`src/core/mdt_pkg.sv`:
```
// constants for the multimode delay timer
// assumes a single 250 MHz clock and asynchronous contact inputs
// Overview of operation
// mode setting picks one of four behaviours
// on-delay: output on after set time, latched
// power-off or reset clears everything
// stop freezes elapsed time and output; a differential start edge still restarts the pulse under stop
// stop release resumes from frozen value
// off-start flicker: off phase first
// off-start flicker: equal phases alternate forever
// on-start flicker: on first, then alternate
// differential: pulse on each start edge
// differential: start change restarts pulse time
// hold start asserted for power-up timing
// intervals counted in clock-derived ticks
`default_nettype none
package mdt_pkg;
    // clock period in ns
    localparam int CLK_PERIOD_NS = 4;
    // one timing tick in ns
    localparam int TICK_NS = 1000;
    // clock cycles per tick, rounded down, at least one
    localparam int TICK_CYC_RAW = TICK_NS / CLK_PERIOD_NS;
    localparam int TICK_CYC = (TICK_CYC_RAW < 1) ? 1 : TICK_CYC_RAW;
    // width of the tick prescaler
    localparam int PRE_W = 8;
    localparam logic [PRE_W-1:0] PRE_LAST = PRE_W'(TICK_CYC - 1);
    localparam logic [PRE_W-1:0] PRE_ZERO = 8'h00;
    // width of the set time and elapsed counter
    localparam int TIME_W = 16;
    localparam logic [TIME_W-1:0] TIME_ZERO = 16'h0000;
    localparam logic [TIME_W-1:0] TIME_ONE = 16'h0001;
    // operation modes
    typedef enum logic [1:0] {
        MDT_ON_DELAY = 2'h0,
        MDT_OFF_START_FLICKER = 2'h1,
        MDT_ON_START_FLICKER = 2'h2,
        MDT_DIFFERENTIAL = 2'h3
    } mdt_mode_t;
    // controller states, gray along idle-run-done
    typedef enum logic [1:0] {
        MDT_IDLE = 2'h0,
        MDT_RUN = 2'h1,
        MDT_DONE = 2'h3
    } mdt_state_t;
endpackage
`default_nettype wire

```
`src/core/mdt_timer.sv`:
```
// multimode delay timer: one timed output driven by contact inputs
// assumes contacts are asynchronous; reset doubles as power-off
// assumes mode and set time are static settings, moved only under reset
`timescale 1ns/100ps
`default_nettype none
module mdt_timer
(
    input wire logic CLK_I,
    input wire logic RST_N_I,
    input wire logic CE_I,
    input wire logic [1:0] MODE_I,
    input wire logic [mdt_pkg::TIME_W-1:0] SET_TIME_I,
    input wire logic START_I,
    input wire logic RESET_I,
    input wire logic STOP_I,
    output logic OUT_O
);
    // two-flop synchronisers for contact pins
    logic [2:0] sync1;
    logic [2:0] sync2;
    always_ff @(posedge CLK_I or negedge RST_N_I)
    begin
        if (!RST_N_I)
        begin
            sync1 <= 3'h0;
            sync2 <= 3'h0;
        end
        else if (CE_I)
        begin
            sync1 <= {STOP_I, RESET_I, START_I};
            sync2 <= sync1;
        end
    end
    logic start_s;
    logic reset_s;
    logic stop_s;
    assign start_s = sync2[0];
    assign reset_s = sync2[1];
    assign stop_s = sync2[2];

    // previous start for edge detection
    logic start_d;
    always_ff @(posedge CLK_I or negedge RST_N_I)
    begin
        if (!RST_N_I)
            start_d <= 1'h0;
        else if (CE_I)
            start_d <= start_s;
    end
    logic start_rise;
    logic start_edge;
    assign start_rise = start_s & ~start_d;
    assign start_edge = start_s ^ start_d;

    // mode decode
    mdt_pkg::mdt_mode_t mode;
    assign mode = mdt_pkg::mdt_mode_t'(MODE_I);

    // tick prescaler, frozen by stop so partial ticks are kept too
    logic [mdt_pkg::PRE_W-1:0] pre;
    logic tick;
    assign tick = (pre == mdt_pkg::PRE_LAST) && !stop_s;
    always_ff @(posedge CLK_I or negedge RST_N_I)
    begin
        if (!RST_N_I)
            pre <= mdt_pkg::PRE_ZERO;
        else if (CE_I)
        begin
            if (reset_s)
                pre <= mdt_pkg::PRE_ZERO;
            else if (stop_s)
                pre <= pre;
            else if (tick)
                pre <= mdt_pkg::PRE_ZERO;
            else
                pre <= pre + 8'h01;
        end
    end

    // main controller
    mdt_pkg::mdt_state_t state;
    logic [mdt_pkg::TIME_W-1:0] elapsed;
    logic out_q;
    logic expire;
    // a zero set time still waits one tick, so phases never vanish
    assign expire = tick && (elapsed + mdt_pkg::TIME_ONE >= SET_TIME_I);
    always_ff @(posedge CLK_I or negedge RST_N_I)
    begin
        if (!RST_N_I)
        begin
            state <= mdt_pkg::MDT_IDLE;
            elapsed <= mdt_pkg::TIME_ZERO;
            out_q <= 1'h0;
        end
        else if (CE_I)
        begin
            if (reset_s)
            begin
                // reset contact clears all; start must re-close to retrigger, or just change in differential mode
                state <= mdt_pkg::MDT_IDLE;
                elapsed <= mdt_pkg::TIME_ZERO;
                out_q <= 1'h0;
            end
            else if (mode == mdt_pkg::MDT_DIFFERENTIAL && start_edge)
            begin
                // either start edge (re)opens the pulse window
                state <= mdt_pkg::MDT_RUN;
                elapsed <= mdt_pkg::TIME_ZERO;
                out_q <= 1'h1;
            end
            else
            begin
                unique case (state)
                    mdt_pkg::MDT_IDLE:
                    begin
                        // start rise arms the non-differential modes
                        if (start_rise && mode != mdt_pkg::MDT_DIFFERENTIAL)
                        begin
                            state <= mdt_pkg::MDT_RUN;
                            elapsed <= mdt_pkg::TIME_ZERO;
                            out_q <= (mode == mdt_pkg::MDT_ON_START_FLICKER);
                        end
                    end
                    mdt_pkg::MDT_RUN:
                    begin
                        if (stop_s)
                            elapsed <= elapsed;
                        else if (expire)
                        begin
                            elapsed <= mdt_pkg::TIME_ZERO;
                            unique case (mode)
                                mdt_pkg::MDT_ON_DELAY:
                                begin
                                    out_q <= 1'h1;
                                    state <= mdt_pkg::MDT_DONE;
                                end
                                mdt_pkg::MDT_DIFFERENTIAL:
                                begin
                                    out_q <= 1'h0;
                                    state <= mdt_pkg::MDT_IDLE;
                                end
                                // both flicker modes toggle each phase
                                mdt_pkg::MDT_OFF_START_FLICKER,
                                mdt_pkg::MDT_ON_START_FLICKER:
                                    out_q <= ~out_q;
                            endcase
                        end
                        else if (tick)
                            elapsed <= elapsed + mdt_pkg::TIME_ONE;
                    end
                    mdt_pkg::MDT_DONE:
                        out_q <= 1'h1;
                    default:
                        state <= mdt_pkg::MDT_IDLE;
                endcase
            end
        end
    end
    assign OUT_O = out_q;
endmodule
`default_nettype wire

```
`config.mk`:
```
export PLATFORM = sky130hd
export DESIGN_NAME = mdt_timer
export DESIGN_NICKNAME = d
export VERILOG_FILES = /design/src/core/mdt_pkg.sv /design/src/core/mdt_timer.sv
export SDC_FILE = /design/constraint.sdc
export NUM_CORES = 1
export LEC_CHECK = 0
export BUFFER_PORTS_ARGS = -buffer_cell sky130_fd_sc_hd__buf_2
export CAP_MARGIN = 10
export CORE_ASPECT_RATIO = 1.25
export CORE_MARGIN = 1.5
export CORE_UTILIZATION = 45
export CTS_BUF_LIST = sky130_fd_sc_hd__clkbuf_4 sky130_fd_sc_hd__clkbuf_8 sky130_fd_sc_hd__clkbuf_16
export CTS_CLUSTER_DIAMETER = 150
export DETAILED_ROUTE_END_ITERATION = 6
export SKIP_CTS_REPAIR_TIMING = 1
export SLEW_MARGIN = 20
export SYNTH_ARGS = -nofsm -noshare
export SYNTH_HDL_FRONTEND = slang
export SYNTH_SLANG_ARGS = --single-unit
export TNS_END_PERCENT = 5
```
`constraint.sdc`:
```
create_clock -name CLK_I -period 4.7 [get_ports CLK_I]
set_input_delay 0.94 -clock CLK_I [delete_from_list [all_inputs] [get_ports CLK_I]]
set_output_delay 0.94 -clock CLK_I [all_outputs]
set_load 0.02 [all_outputs]
```
==> flow_metrics.env, run 1 <==
export IMPL_crit_arrival_ps=4060
export IMPL_clock_latency_ps=290
export IMPL_die_area_um2=5762
export IMPL_via_count=1966
export IMPL_p_leak_nw=1.358
export IMPL_cts_sinks=34
export IMPL_cp_endpoint="state[1]"
export IMPL_syn_inst=267
export IMPL_drt_iter0_markers=103
export IMPL_setup_tns_ps=0
export IMPL_cts_buffers=5
export IMPL_avgSynthCellArea_um2=8.955
export IMPL_die_w_um=68.20
export IMPL_area_growth_syn_to_layout_pct=13.29
export IMPL_fin_crit_ps=3841
export IMPL_via_per_inst=5.522
export IMPL_postLayoutCellArea_um2=2709
export IMPL_drv_cap=0
export IMPL_core_um2=5080
export IMPL_cp_common_cell="nor3_1"
export IMPL_gp_congestion=0.7778
export IMPL_io_pins=25
export IMPL_outcome="completed"
export IMPL_fin_skew_ps=11.91
export IMPL_hold_viol_final=0
export IMPL_preCtsSetupSlack_ps=882.7
export IMPL_path_clk_slew_ps=80
export IMPL_worstMarginPinSlew_ps=793.0
export IMPL_fin_crit_sh=0.8171
export IMPL_crit_path_top_delay_cell="a2111oi_2"
export IMPL_antenna_found_initial=0
export IMPL_hp_class="reg2reg"
export IMPL_layout_common_cells="dfrtp_1 (34), nand2_1 (34), inv_1 (24), buf_2 (24), ha_1 (23)"
export IMPL_wl_per_cell_um=13.40
export IMPL_ant_nets=0
export IMPL_layout_nets=340
export IMPL_max_freq_mhz=260.4
export IMPL_p_per_area_nw_per_um2=309.4
export IMPL_initial_core_util=0.4707
export IMPL_yosysSeqAreaShare=0.3558
export IMPL_r2r_setup_slack_ps=860
export IMPL_finalWirelength_um=4769
export IMPL_setup_viol=0
export IMPL_synth_top_flop_cell="dfrtp_1"
export IMPL_grt_max_degree=35
export IMPL_placed_cell_area_um2=2566
export IMPL_clk_path_buf_depth=2
export IMPL_relSlewSlack=0.4713
export IMPL_crit_chain="nand2_1 > nor3_1 > nand4_1 > or2_2 > xnor2_1 > ha_1 > and4_1 > nand4_1 > a2111oi_2 > nor3_1 > nor3_1 > a32o_1"
export IMPL_syn_nets=314
export IMPL_stdcell_count=356
export IMPL_reg2reg_to="state[1]"
export IMPL_path_class="reg2reg"
export IMPL_cts_root_buf="clkbuf_8"
export IMPL_drcViolationCount=0
export IMPL_cp_startpoint="elapsed[2]"
export IMPL_setup_ws_ps=859.4
export IMPL_ir_worst_vdd_uv=187.0
export IMPL_grt_pass1_wl_um=8411
export IMPL_die_h_um=84.50
export IMPL_layout_drive_gt1_share=0.1735
export IMPL_synth_edf_count=0
export IMPL_worst_ep_required_time_ps=4920
export IMPL_track_usage=0.1903
export IMPL_htreeDepth=2
export IMPL_antenna_cells=0
export IMPL_crit_path_end_kind="flip-flop"
export IMPL_synth_cell_types=40
export IMPL_start_kind="flip-flop"
export IMPL_r2r_worst_path_cells=12
export IMPL_ys_seq_elements=34
export IMPL_cts_tree="built"
export IMPL_dp_cells=348
export IMPL_syn_area_um2=2391
export IMPL_critical_path_max_stage_delay_ps=600
export IMPL_dp_hpwl_um=3554
export IMPL_slew_viol_final=0
export IMPL_regToRegStartpoint="elapsed[2]"
export IMPL_path_max_fanout=6
export IMPL_rsz0062_at_grt="false"
export IMPL_rows=29
export IMPL_grt_overflow_total=0
export IMPL_yosys_warnings=0
export IMPL_portBuffers=24
export IMPL_firstDrtPassIters=4
export IMPL_async_reset_ff_frac=1.000
export IMPL_grt_pass1_vias=1912
worst max-delay path, delay by kind of cell, from the launching register on:
kind / cells / cell delay [ps]
compound gates: 2 / 830
xor+xnor: 1 / 160
fa+ha+maj: 1 / 320
flops: 1 / 430
simple gates: 8 / 2040
layer usage:
layer	wire [um]	global-route usage	up-vias
li1	-	-	999
met1	2111	0.2459	936
met2	2471	0.3169	26
met3	133	0.02949	5
met4	53	0.06545	0
met5	0	0	-
stage by stage:
| stage | utilization | hold WS [ps] | power, mW |
|---|---|---|---|
| floorplan | - | 449.2 | 0.4605 |
| global placement | 0.5052 | 459.9 | 0.5057 |
| detailed placement | 0.5052 | 471.8 | 0.5065 |
| CTS | 0.5333 | 487.5 | 0.8476 |
| global route | 0.5333 | 525.0 | 0.8861 |
| finish | 0.5333 | 483.1 | 0.8382 |
where the power goes:
group	internal (mW)	switching [mW]
clock network	0.226	0.112
logic	0.0640	0.0850
registers	0.319	0.0323
logic make-up after synthesis:
group / Yosys count / share of synthesized area
and+or+nand+nor: 105 / 0.2371
AOI/OAI and AO/OA: 58 / 0.1675
DFF: 34 / 0.3558
buffers and inverters: 30 / 0.05024
adders and majority gates: 23 / 0.1204
xor gates and xnor gates: 10 / 0.03663
muxes: 7 / 0.03244
layout make-up:
cell class	instances	area, um^2
clock buffer	6	82.58
clock inverter	2	60.06
fill	500	2371
inverter	24	90.09
multi-input combinational	203	1420
sequential	34	850.8
tap	62	77.57
timing repair buffer	25	127.6
worst min path at each step:
stage | from | endpoint | slack, ps | cells after the start
floorplan | sync1[1] | sync2[1] | 450 | 2
global placement | sync1[2] | sync2[2] | 460 | 2
detailed placement | sync1[1] | sync2[1] | 470 | 2
CTS | sync1[1] | sync2[1] | 490 | 2
global route | sync1[2] | sync2[2] | 530 | 2
finish | sync1[2] | sync2[2] | 480 | 2
synthesized netlist by cell type, types with 2 or more instances:
master      n  area share
nand2b_1    6       0.016
o21ai_0    20       0.042
xor2_1      3       0.011
clkbuf_1    5      0.0079
inv_1      24       0.038
nand3_1     9       0.019
nor2b_1     8       0.021
nor3_1      5       0.010
dfrtp_1    34        0.36
and3_1      2      0.0052
ha_1       23        0.12
or2_2       7       0.018
nand4_1     6       0.016
o211ai_1    2      0.0063
a21oi_1    12       0.025
a21o_1      3      0.0094
nor2_1     10       0.016
a31oi_1     2      0.0052
or3_1       4       0.010
xnor2_1     7       0.026
nand2_1    34       0.053
a22o_1      8       0.029
a221o_1     2      0.0084
and2_1      5       0.013
mux2_2      6       0.028
and4_1      2      0.0073
a32o_1      3       0.013
a2111oi_2   3       0.019
flip-flops by register name, summed over array words and instances, names as in the netlist:
name and count:
OUT_O 1, elapsed 16, pre 8, start_d 1, state 2, sync1 3
sync2 3
No activity file was read; power rests on OpenSTA's default activity.
==> run 2: changes to the inputs <==
--- a/config.mk
+++ b/config.mk
@@ -5,6 +5,7 @@
 export SDC_FILE = /design/constraint.sdc
 export NUM_CORES = 1
 export LEC_CHECK = 0
+export ABC_AREA = 1
 export BUFFER_PORTS_ARGS = -buffer_cell sky130_fd_sc_hd__buf_2
 export CAP_MARGIN = 10
 export CORE_ASPECT_RATIO = 1.25
@@ -13,6 +14,7 @@
 export CTS_BUF_LIST = sky130_fd_sc_hd__clkbuf_4 sky130_fd_sc_hd__clkbuf_8 sky130_fd_sc_hd__clkbuf_16
 export CTS_CLUSTER_DIAMETER = 150
 export DETAILED_ROUTE_END_ITERATION = 6
+export PLACE_DENSITY = 0.66
 export SKIP_CTS_REPAIR_TIMING = 1
 export SLEW_MARGIN = 20
 export SYNTH_ARGS = -nofsm -noshare
==> constraint.sdc (replaced) <==
create_clock -name CLK_I -period 3.1 [get_ports CLK_I]
set_input_delay 0.62 -clock CLK_I [delete_from_list [all_inputs] [get_ports CLK_I]]
set_output_delay 0.62 -clock CLK_I [all_outputs]
set_load 0.02 [all_outputs]
==> run 2 against run 1 <==
Synthesized area is 6.4% higher. Clock power is 50% higher. Final area is 6.0% higher. Wire length is 0.13% lower. Combinational power grew to 3.4 times the previous value. Hold slack worse by 87 ps.
==> flow_metrics.env, run 2 <==
export IMPL_postLayoutCellArea_um2=2872
export IMPL_top_register="elapsed"
export IMPL_drv_cap=0
export IMPL_p_leak_nw=1.651
export IMPL_finalWirelength_um=4763
export IMPL_reg_top3="elapsed: 16 flops, pre: 8 flops"
export IMPL_die_h_um=87.06
export IMPL_drt_iter0_markers=36
export IMPL_core_um2=5443
export IMPL_synth_top_area_cell="dfrtp_1"
export IMPL_layout_common_cells="nand2_1 (104), inv_1 (57), dfrtp_1 (34)"
export IMPL_io_pins=25
export IMPL_post_route_util=0.5276
export IMPL_final_common_cell="nand2_1"
export IMPL_yosysSeqAreaShare=0.3345
export IMPL_rows=30
export IMPL_fin_crit_sh=0.8387
export IMPL_via_count=2103
export IMPL_clk_path_buf_depth=2
export IMPL_slew_viol_final=0
export IMPL_crit_path_end_kind="flip-flop"
export IMPL_gp_congestion=0.8530
export IMPL_worstMarginPinSlew_ps=754.0
export IMPL_holdWs_ps=395.7
export IMPL_antenna_found_initial=0
export IMPL_synthTopCellsByCount="nand2_1 (104), inv_1 (57), dfrtp_1 (34)"
export IMPL_syn_nets=390
export IMPL_initial_core_util=0.4674
export IMPL_setup_viol=0
export IMPL_ir_worst_vdd_uv=319.3
export IMPL_drcViolationCount=0
export IMPL_async_reset_ff_frac=1.000
export IMPL_crit_arrival_ps=2820
export IMPL_yosysMostFrequentCell="nand2_1"
export IMPL_cts_buffers=5
export IMPL_max_freq_mhz=384.6
export IMPL_avgSynthCellArea_um2=7.416
export IMPL_regToRegStartpoint="elapsed[0]"
export IMPL_worst_ep_required_time_ps=3320
export IMPL_path_max_fanout=8
export IMPL_p_per_area_nw_per_um2=547.9
export IMPL_htreeDepth=2
export IMPL_yosys_warnings=0
export IMPL_synth_top_area_frac=0.3345
export IMPL_clock_latency_ps=290
export IMPL_cts_tree="built"
export IMPL_via_per_inst=4.812
export IMPL_grt_max_degree=35
export IMPL_placed_cell_area_um2=2729
export IMPL_ant_nets=0
export IMPL_die_area_um2=6116
export IMPL_start_kind="flip-flop"
export IMPL_setup_tns_ps=0
export IMPL_path_clk_slew_ps=70
export IMPL_syn_inst=343
export IMPL_relSlewSlack=0.4973
export IMPL_cts_root_buf="clkbuf_8"
export IMPL_track_usage=0.1800
export IMPL_grt_pass1_vias=2128
export IMPL_hp_class="in2async"
export IMPL_grt_overflow_total=0
export IMPL_hold_viol_final=0
export IMPL_outcome="completed"
export IMPL_die_w_um=70.25
export IMPL_fin_skew_ps=9.161
export IMPL_ys_seq_elements=34
export IMPL_portBuffers=24
export IMPL_synth_area_top_cells="dfrtp_1 (33%), nand2_1 (15%), ha_1 (11%), inv_1 (8.4%), nand3_1 (3.5%)"
export IMPL_synth_edf_count=0
export IMPL_syn_area_um2=2544
export IMPL_fin_crit_ps=2600
export IMPL_area_growth_syn_to_layout_pct=12.89
export IMPL_path_class="reg2reg"
export IMPL_fillers=531
export IMPL_firstDrtPassIters=4
export IMPL_cts_sinks=34
export IMPL_antenna_cells=0
export IMPL_layout_nets=419
export IMPL_synth_top_flop_cell="dfrtp_1"
export IMPL_dp_hpwl_um=3721
export IMPL_largest_reg_flops=16
export IMPL_layout_drive_gt1_share=0.1528
export IMPL_wl_per_cell_um=10.90
export IMPL_grt_pass1_wl_um=8783
export IMPL_synth_cell_types=33
export IMPL_rsz0062_at_grt="false"
export IMPL_cp_startpoint="elapsed[0]"
## run 2: where the power goes
part / total [mW] / switching, mW / leakage (nW) / internal, mW
registers: 0.563 / 0.0578 / 0.454 / 0.505
logic: 0.503 / 0.328 / 1.13 / 0.175
clock network: 0.508 / 0.165 / 0.0714 / 0.343
total: 1.57 / 0.551 / 1.65 / 1.02
## run 2: final timing paths
kind / to / slack (ps) / cells after the start
max in group asynchronous: state[0] / 2230 / 1
setup reg to reg: elapsed[11] / 500 / 15
setup / recovery: elapsed[11] / 500 / 15
min in group CLK_I: sync1[2] / 470 / 2
hold / removal: OUT_O / 400 / 1
hold reg to reg: sync1[2] / 470 / 2
## run 2: metrics by stage
step / setup slack, ps / instances / power (mW)
floorplan: 858.6 / 343 / 0.9638
global placement: 489.5 / 429 / 1.074
detailed placement: 514.6 / 429 / 1.083
CTS: 461.6 / 437 / 1.600
global route: 75.90 / 437 / 1.699
finish: 500.0 / 437 / 1.573
## run 2: layout make-up
cell class | instances | area, um^2 | share of cell area
multi-input cells | 244 | 1436 | 0.5002
well taps | 64 | 80.08 | 0.02789
inverters | 63 | 241.5 | 0.08410
repair buffers | 24 | 120.1 | 0.04183
clock buffers | 6 | 82.58 | 0.02876
clock inverters | 2 | 60.06 | 0.02092
flip-flops and latches | 34 | 850.8 | 0.2963
## run 2: worst max-delay path, cell delays in order (launching register included)
cell and delay (ps):
dfrtp_1 400, inv_1 70, nor2_1 220, nand2_1 190, nor3_1 210, xor2_1 230, ha_1 280, nand2_1 70
inv_1 30, o21ai_0 150, nand3_1 80, nor2_1 120, nand2_2 170, nor2_8 190, nand2_1 70, nand2_1 60
## run 2: cells by family after synthesis
logic type | count (synthesis) | synth area share
simple gates | 178 | 0.3409
buf+inv | 65 | 0.1008
flops | 34 | 0.3345
compound gates | 31 | 0.06936
fa+ha+maj | 23 | 0.1131
xor+xnor | 12 | 0.04132
## run 2: routing by layer
| layer | share of wire | vias to the layer above | track usage |
|---|---|---|---|
| met3 | 0.024 | 12 | 0.03472 |
| met4 | 0.027 | 0 | 0.07168 |
| li1 | - | 1131 | - |
| met5 | 0 | - | 0 |
| met1 | 0.44 | 936 | 0.1956 |
| met2 | 0.51 | 24 | 0.3405 |
==> run 3: changes to the inputs <==
--- a/config.mk
+++ b/config.mk
@@ -5,7 +5,7 @@
 export SDC_FILE = /design/constraint.sdc
 export NUM_CORES = 1
 export LEC_CHECK = 0
-export ABC_AREA = 1
+export ABC_AREA = 0
 export BUFFER_PORTS_ARGS = -buffer_cell sky130_fd_sc_hd__buf_2
 export CAP_MARGIN = 10
 export CORE_ASPECT_RATIO = 1.25
@@ -14,7 +14,6 @@
 export CTS_BUF_LIST = sky130_fd_sc_hd__clkbuf_4 sky130_fd_sc_hd__clkbuf_8 sky130_fd_sc_hd__clkbuf_16
 export CTS_CLUSTER_DIAMETER = 150
 export DETAILED_ROUTE_END_ITERATION = 6
-export PLACE_DENSITY = 0.66
 export SKIP_CTS_REPAIR_TIMING = 1
 export SLEW_MARGIN = 20
 export SYNTH_ARGS = -nofsm -noshare
==> constraint.sdc (replaced) <==
create_clock -name CLK_I -period 2.6 [get_ports CLK_I]
set_input_delay 0.52 -clock CLK_I [delete_from_list [all_inputs] [get_ports CLK_I]]
set_output_delay 0.52 -clock CLK_I [all_outputs]
set_load 0.02 [all_outputs]
==> run 3 against run 2 <==
The run now ends with setup timing left. Register-to-register slack lost 1100 ps. Non-clock buffer count grew 33. Hold slack lost 75 ps. Sequential power grew 9.6%. Largest cell class unchanged.
==> flow_metrics.env, run 3 (same netlist as run 1, synthesis figures left out) <==
export IMPL_gp_congestion=0.8136
export IMPL_cp_common_cell="a221o_1"
export IMPL_crit_cells=13
export IMPL_clk_path_buf_depth=2
export IMPL_cts_root_buf="clkbuf_8"
export IMPL_drt_iter0_markers=76
export IMPL_slew_viol_final=0
export IMPL_rows=29
export IMPL_p_leak_nw=1.532
export IMPL_ant_nets=0
export IMPL_finalPower_mw=1.339
export IMPL_r2r_worst_path_cells=13
export IMPL_drv_cap=0
export IMPL_antenna_cells=0
export IMPL_dp_hpwl_um=4157
export IMPL_cp_startpoint="elapsed[0]"
export IMPL_finalWirelength_um=5407
export IMPL_max_freq_mhz=312.9
export IMPL_layout_common_cells="dfrtp_1 (34), nand2_1 (33), buf_4 (32)"
export IMPL_crit_arrival_ps=3420
export IMPL_cp_endpoint="elapsed[2]"
export IMPL_firstDrtPassIters=4
export IMPL_crit_path_end_kind="flip-flop"
export IMPL_area_growth_syn_to_layout_pct=27.32
export IMPL_post_route_util=0.5993
export IMPL_die_area_um2=5762
export IMPL_reg2reg_to="elapsed[2]"
export IMPL_stdcell_count=386
export IMPL_cts_sinks=34
export IMPL_setup_ws_ps=-595.8
export IMPL_htreeDepth=2
export IMPL_busiest_layer="met2"
export IMPL_postLayoutCellArea_um2=3044
export IMPL_path_class="reg2reg"
export IMPL_relSlewSlack=0.4653
export IMPL_dp_cells=379
export IMPL_start_kind="flip-flop"
export IMPL_reg_top3="elapsed: 16 flops, pre: 8 flops"
export IMPL_worstMarginPinSlew_ps=802.0
export IMPL_cts_tree="built"
export IMPL_fillers=466
export IMPL_setup_viol=19
export IMPL_cts_buffers=5
export IMPL_placed_cell_area_um2=2863
export IMPL_largest_reg_flops=16
export IMPL_r2r_setup_slack_ps=-600
export IMPL_p_per_area_nw_per_um2=439.7
export IMPL_antenna_found_initial=0
export IMPL_fin_skew_ps=8.547
export IMPL_fin_crit_sh=1.229
export IMPL_core_um2=5080
export IMPL_grt_overflow_total=0
export IMPL_met3_usage=0.03619
export IMPL_via_per_inst=5.409
export IMPL_layout_nets=372
export IMPL_die_h_um=84.50
export IMPL_initial_core_util=0.4707
export IMPL_top_register="elapsed"
export IMPL_hp_class="in2async"
export IMPL_rsz0062_at_grt="true"
export IMPL_crit_path_top_delay_cell="or3b_4"
export IMPL_multiInputGateArea_um2=1572
export IMPL_portBuffers=24
export IMPL_violations="setup timing"
export IMPL_die_w_um=68.20
export IMPL_clock_latency_ps=290
export IMPL_regToRegStartpoint="elapsed[0]"
export IMPL_crit_chain="ha_2 > nand3_2 > nor2_4 > buf_4 > nand3_1 > xnor2_2 > ha_1 > and2_1 > a221o_1 > a21oi_1 > or3b_4 > a2111oi_4 > a221o_1"
export IMPL_wl_per_cell_um=14.01
export IMPL_fin_crit_ps=3196
export IMPL_critical_path_top_delay_family="compound AO/OA/AOI/OAI gates"
export IMPL_grt_pass1_wl_um=9135
export IMPL_track_usage=0.2081
export IMPL_critical_path_max_stage_delay_ps=440
export IMPL_path_clk_slew_ps=70
export IMPL_met2_usage=0.3698
export IMPL_worst_ep_required_time_ps=2830
export IMPL_io_pins=25
export IMPL_outcome="finished with violations"
export IMPL_seqCellArea_um2=850.8
export IMPL_grt_pass1_vias=2069
export IMPL_path_max_fanout=4
export IMPL_via_count=2088
export IMPL_gr_usage_met1=0.2485
export IMPL_hold_viol_final=0
export IMPL_grt_max_degree=35
export IMPL_layout_drive_gt1_share=0.3056
export IMPL_ir_worst_vdd_uv=316.6
export IMPL_drcViolationCount=0
export IMPL_path_buf_inv=1
export IMPL_final_common_cell="dfrtp_1"
==> run 3: final cells by class <==
type                    count  share of cell area
well taps                  62             0.02548
flip-flops and latches     34              0.2795
clock buffers               6             0.02713
repair buffers             57              0.1221
inverters                  24             0.02959
multi-input cells         203              0.5162
==> run 3: how the worst min path moves through the flow <==
stage | cells past startpoint | endpoint
2_1_floorplan | 0 | OUT_O
3_3_place_gp | 2 | sync2[1]
3_5_place_dp | 2 | sync2[2]
4_1_cts | 1 | elapsed[8]
5_1_grt | 1 | elapsed[7]
6_report | 1 | elapsed[3]
==> run 3: routing by layer <==
metal  up-vias  wire length, um
li1       1057                -
met2        29             2817
met3         6              146
met5         -                0
met4         0               73
met1       996             2370
==> run 3: metrics by stage <==
| stage | setup slack, ps | hold WS [ps] | TNS (ps) |
|---|---|---|---|
| after floorplan | -451.8 | 224.4 | -7572 |
| after global placement | -583.6 | 464.3 | -9487 |
| after detailed placement | -629.8 | 472.8 | -10740 |
| after CTS | -653.7 | 341.3 | -11260 |
| after global routing | -779.0 | 389.4 | -13090 |
| final | -595.8 | 320.4 | -9715 |
==> run 3: where the power goes <==
part / switching [mW] / leakage (nW) / internal [mW] / total [mW]
registers: 0.0409 / 0.455 / 0.577 / 0.617
logic: 0.188 / 1.03 / 0.139 / 0.327
clock network: 0.190 / 0.0431 / 0.204 / 0.394
total: 0.419 / 1.53 / 0.920 / 1.34
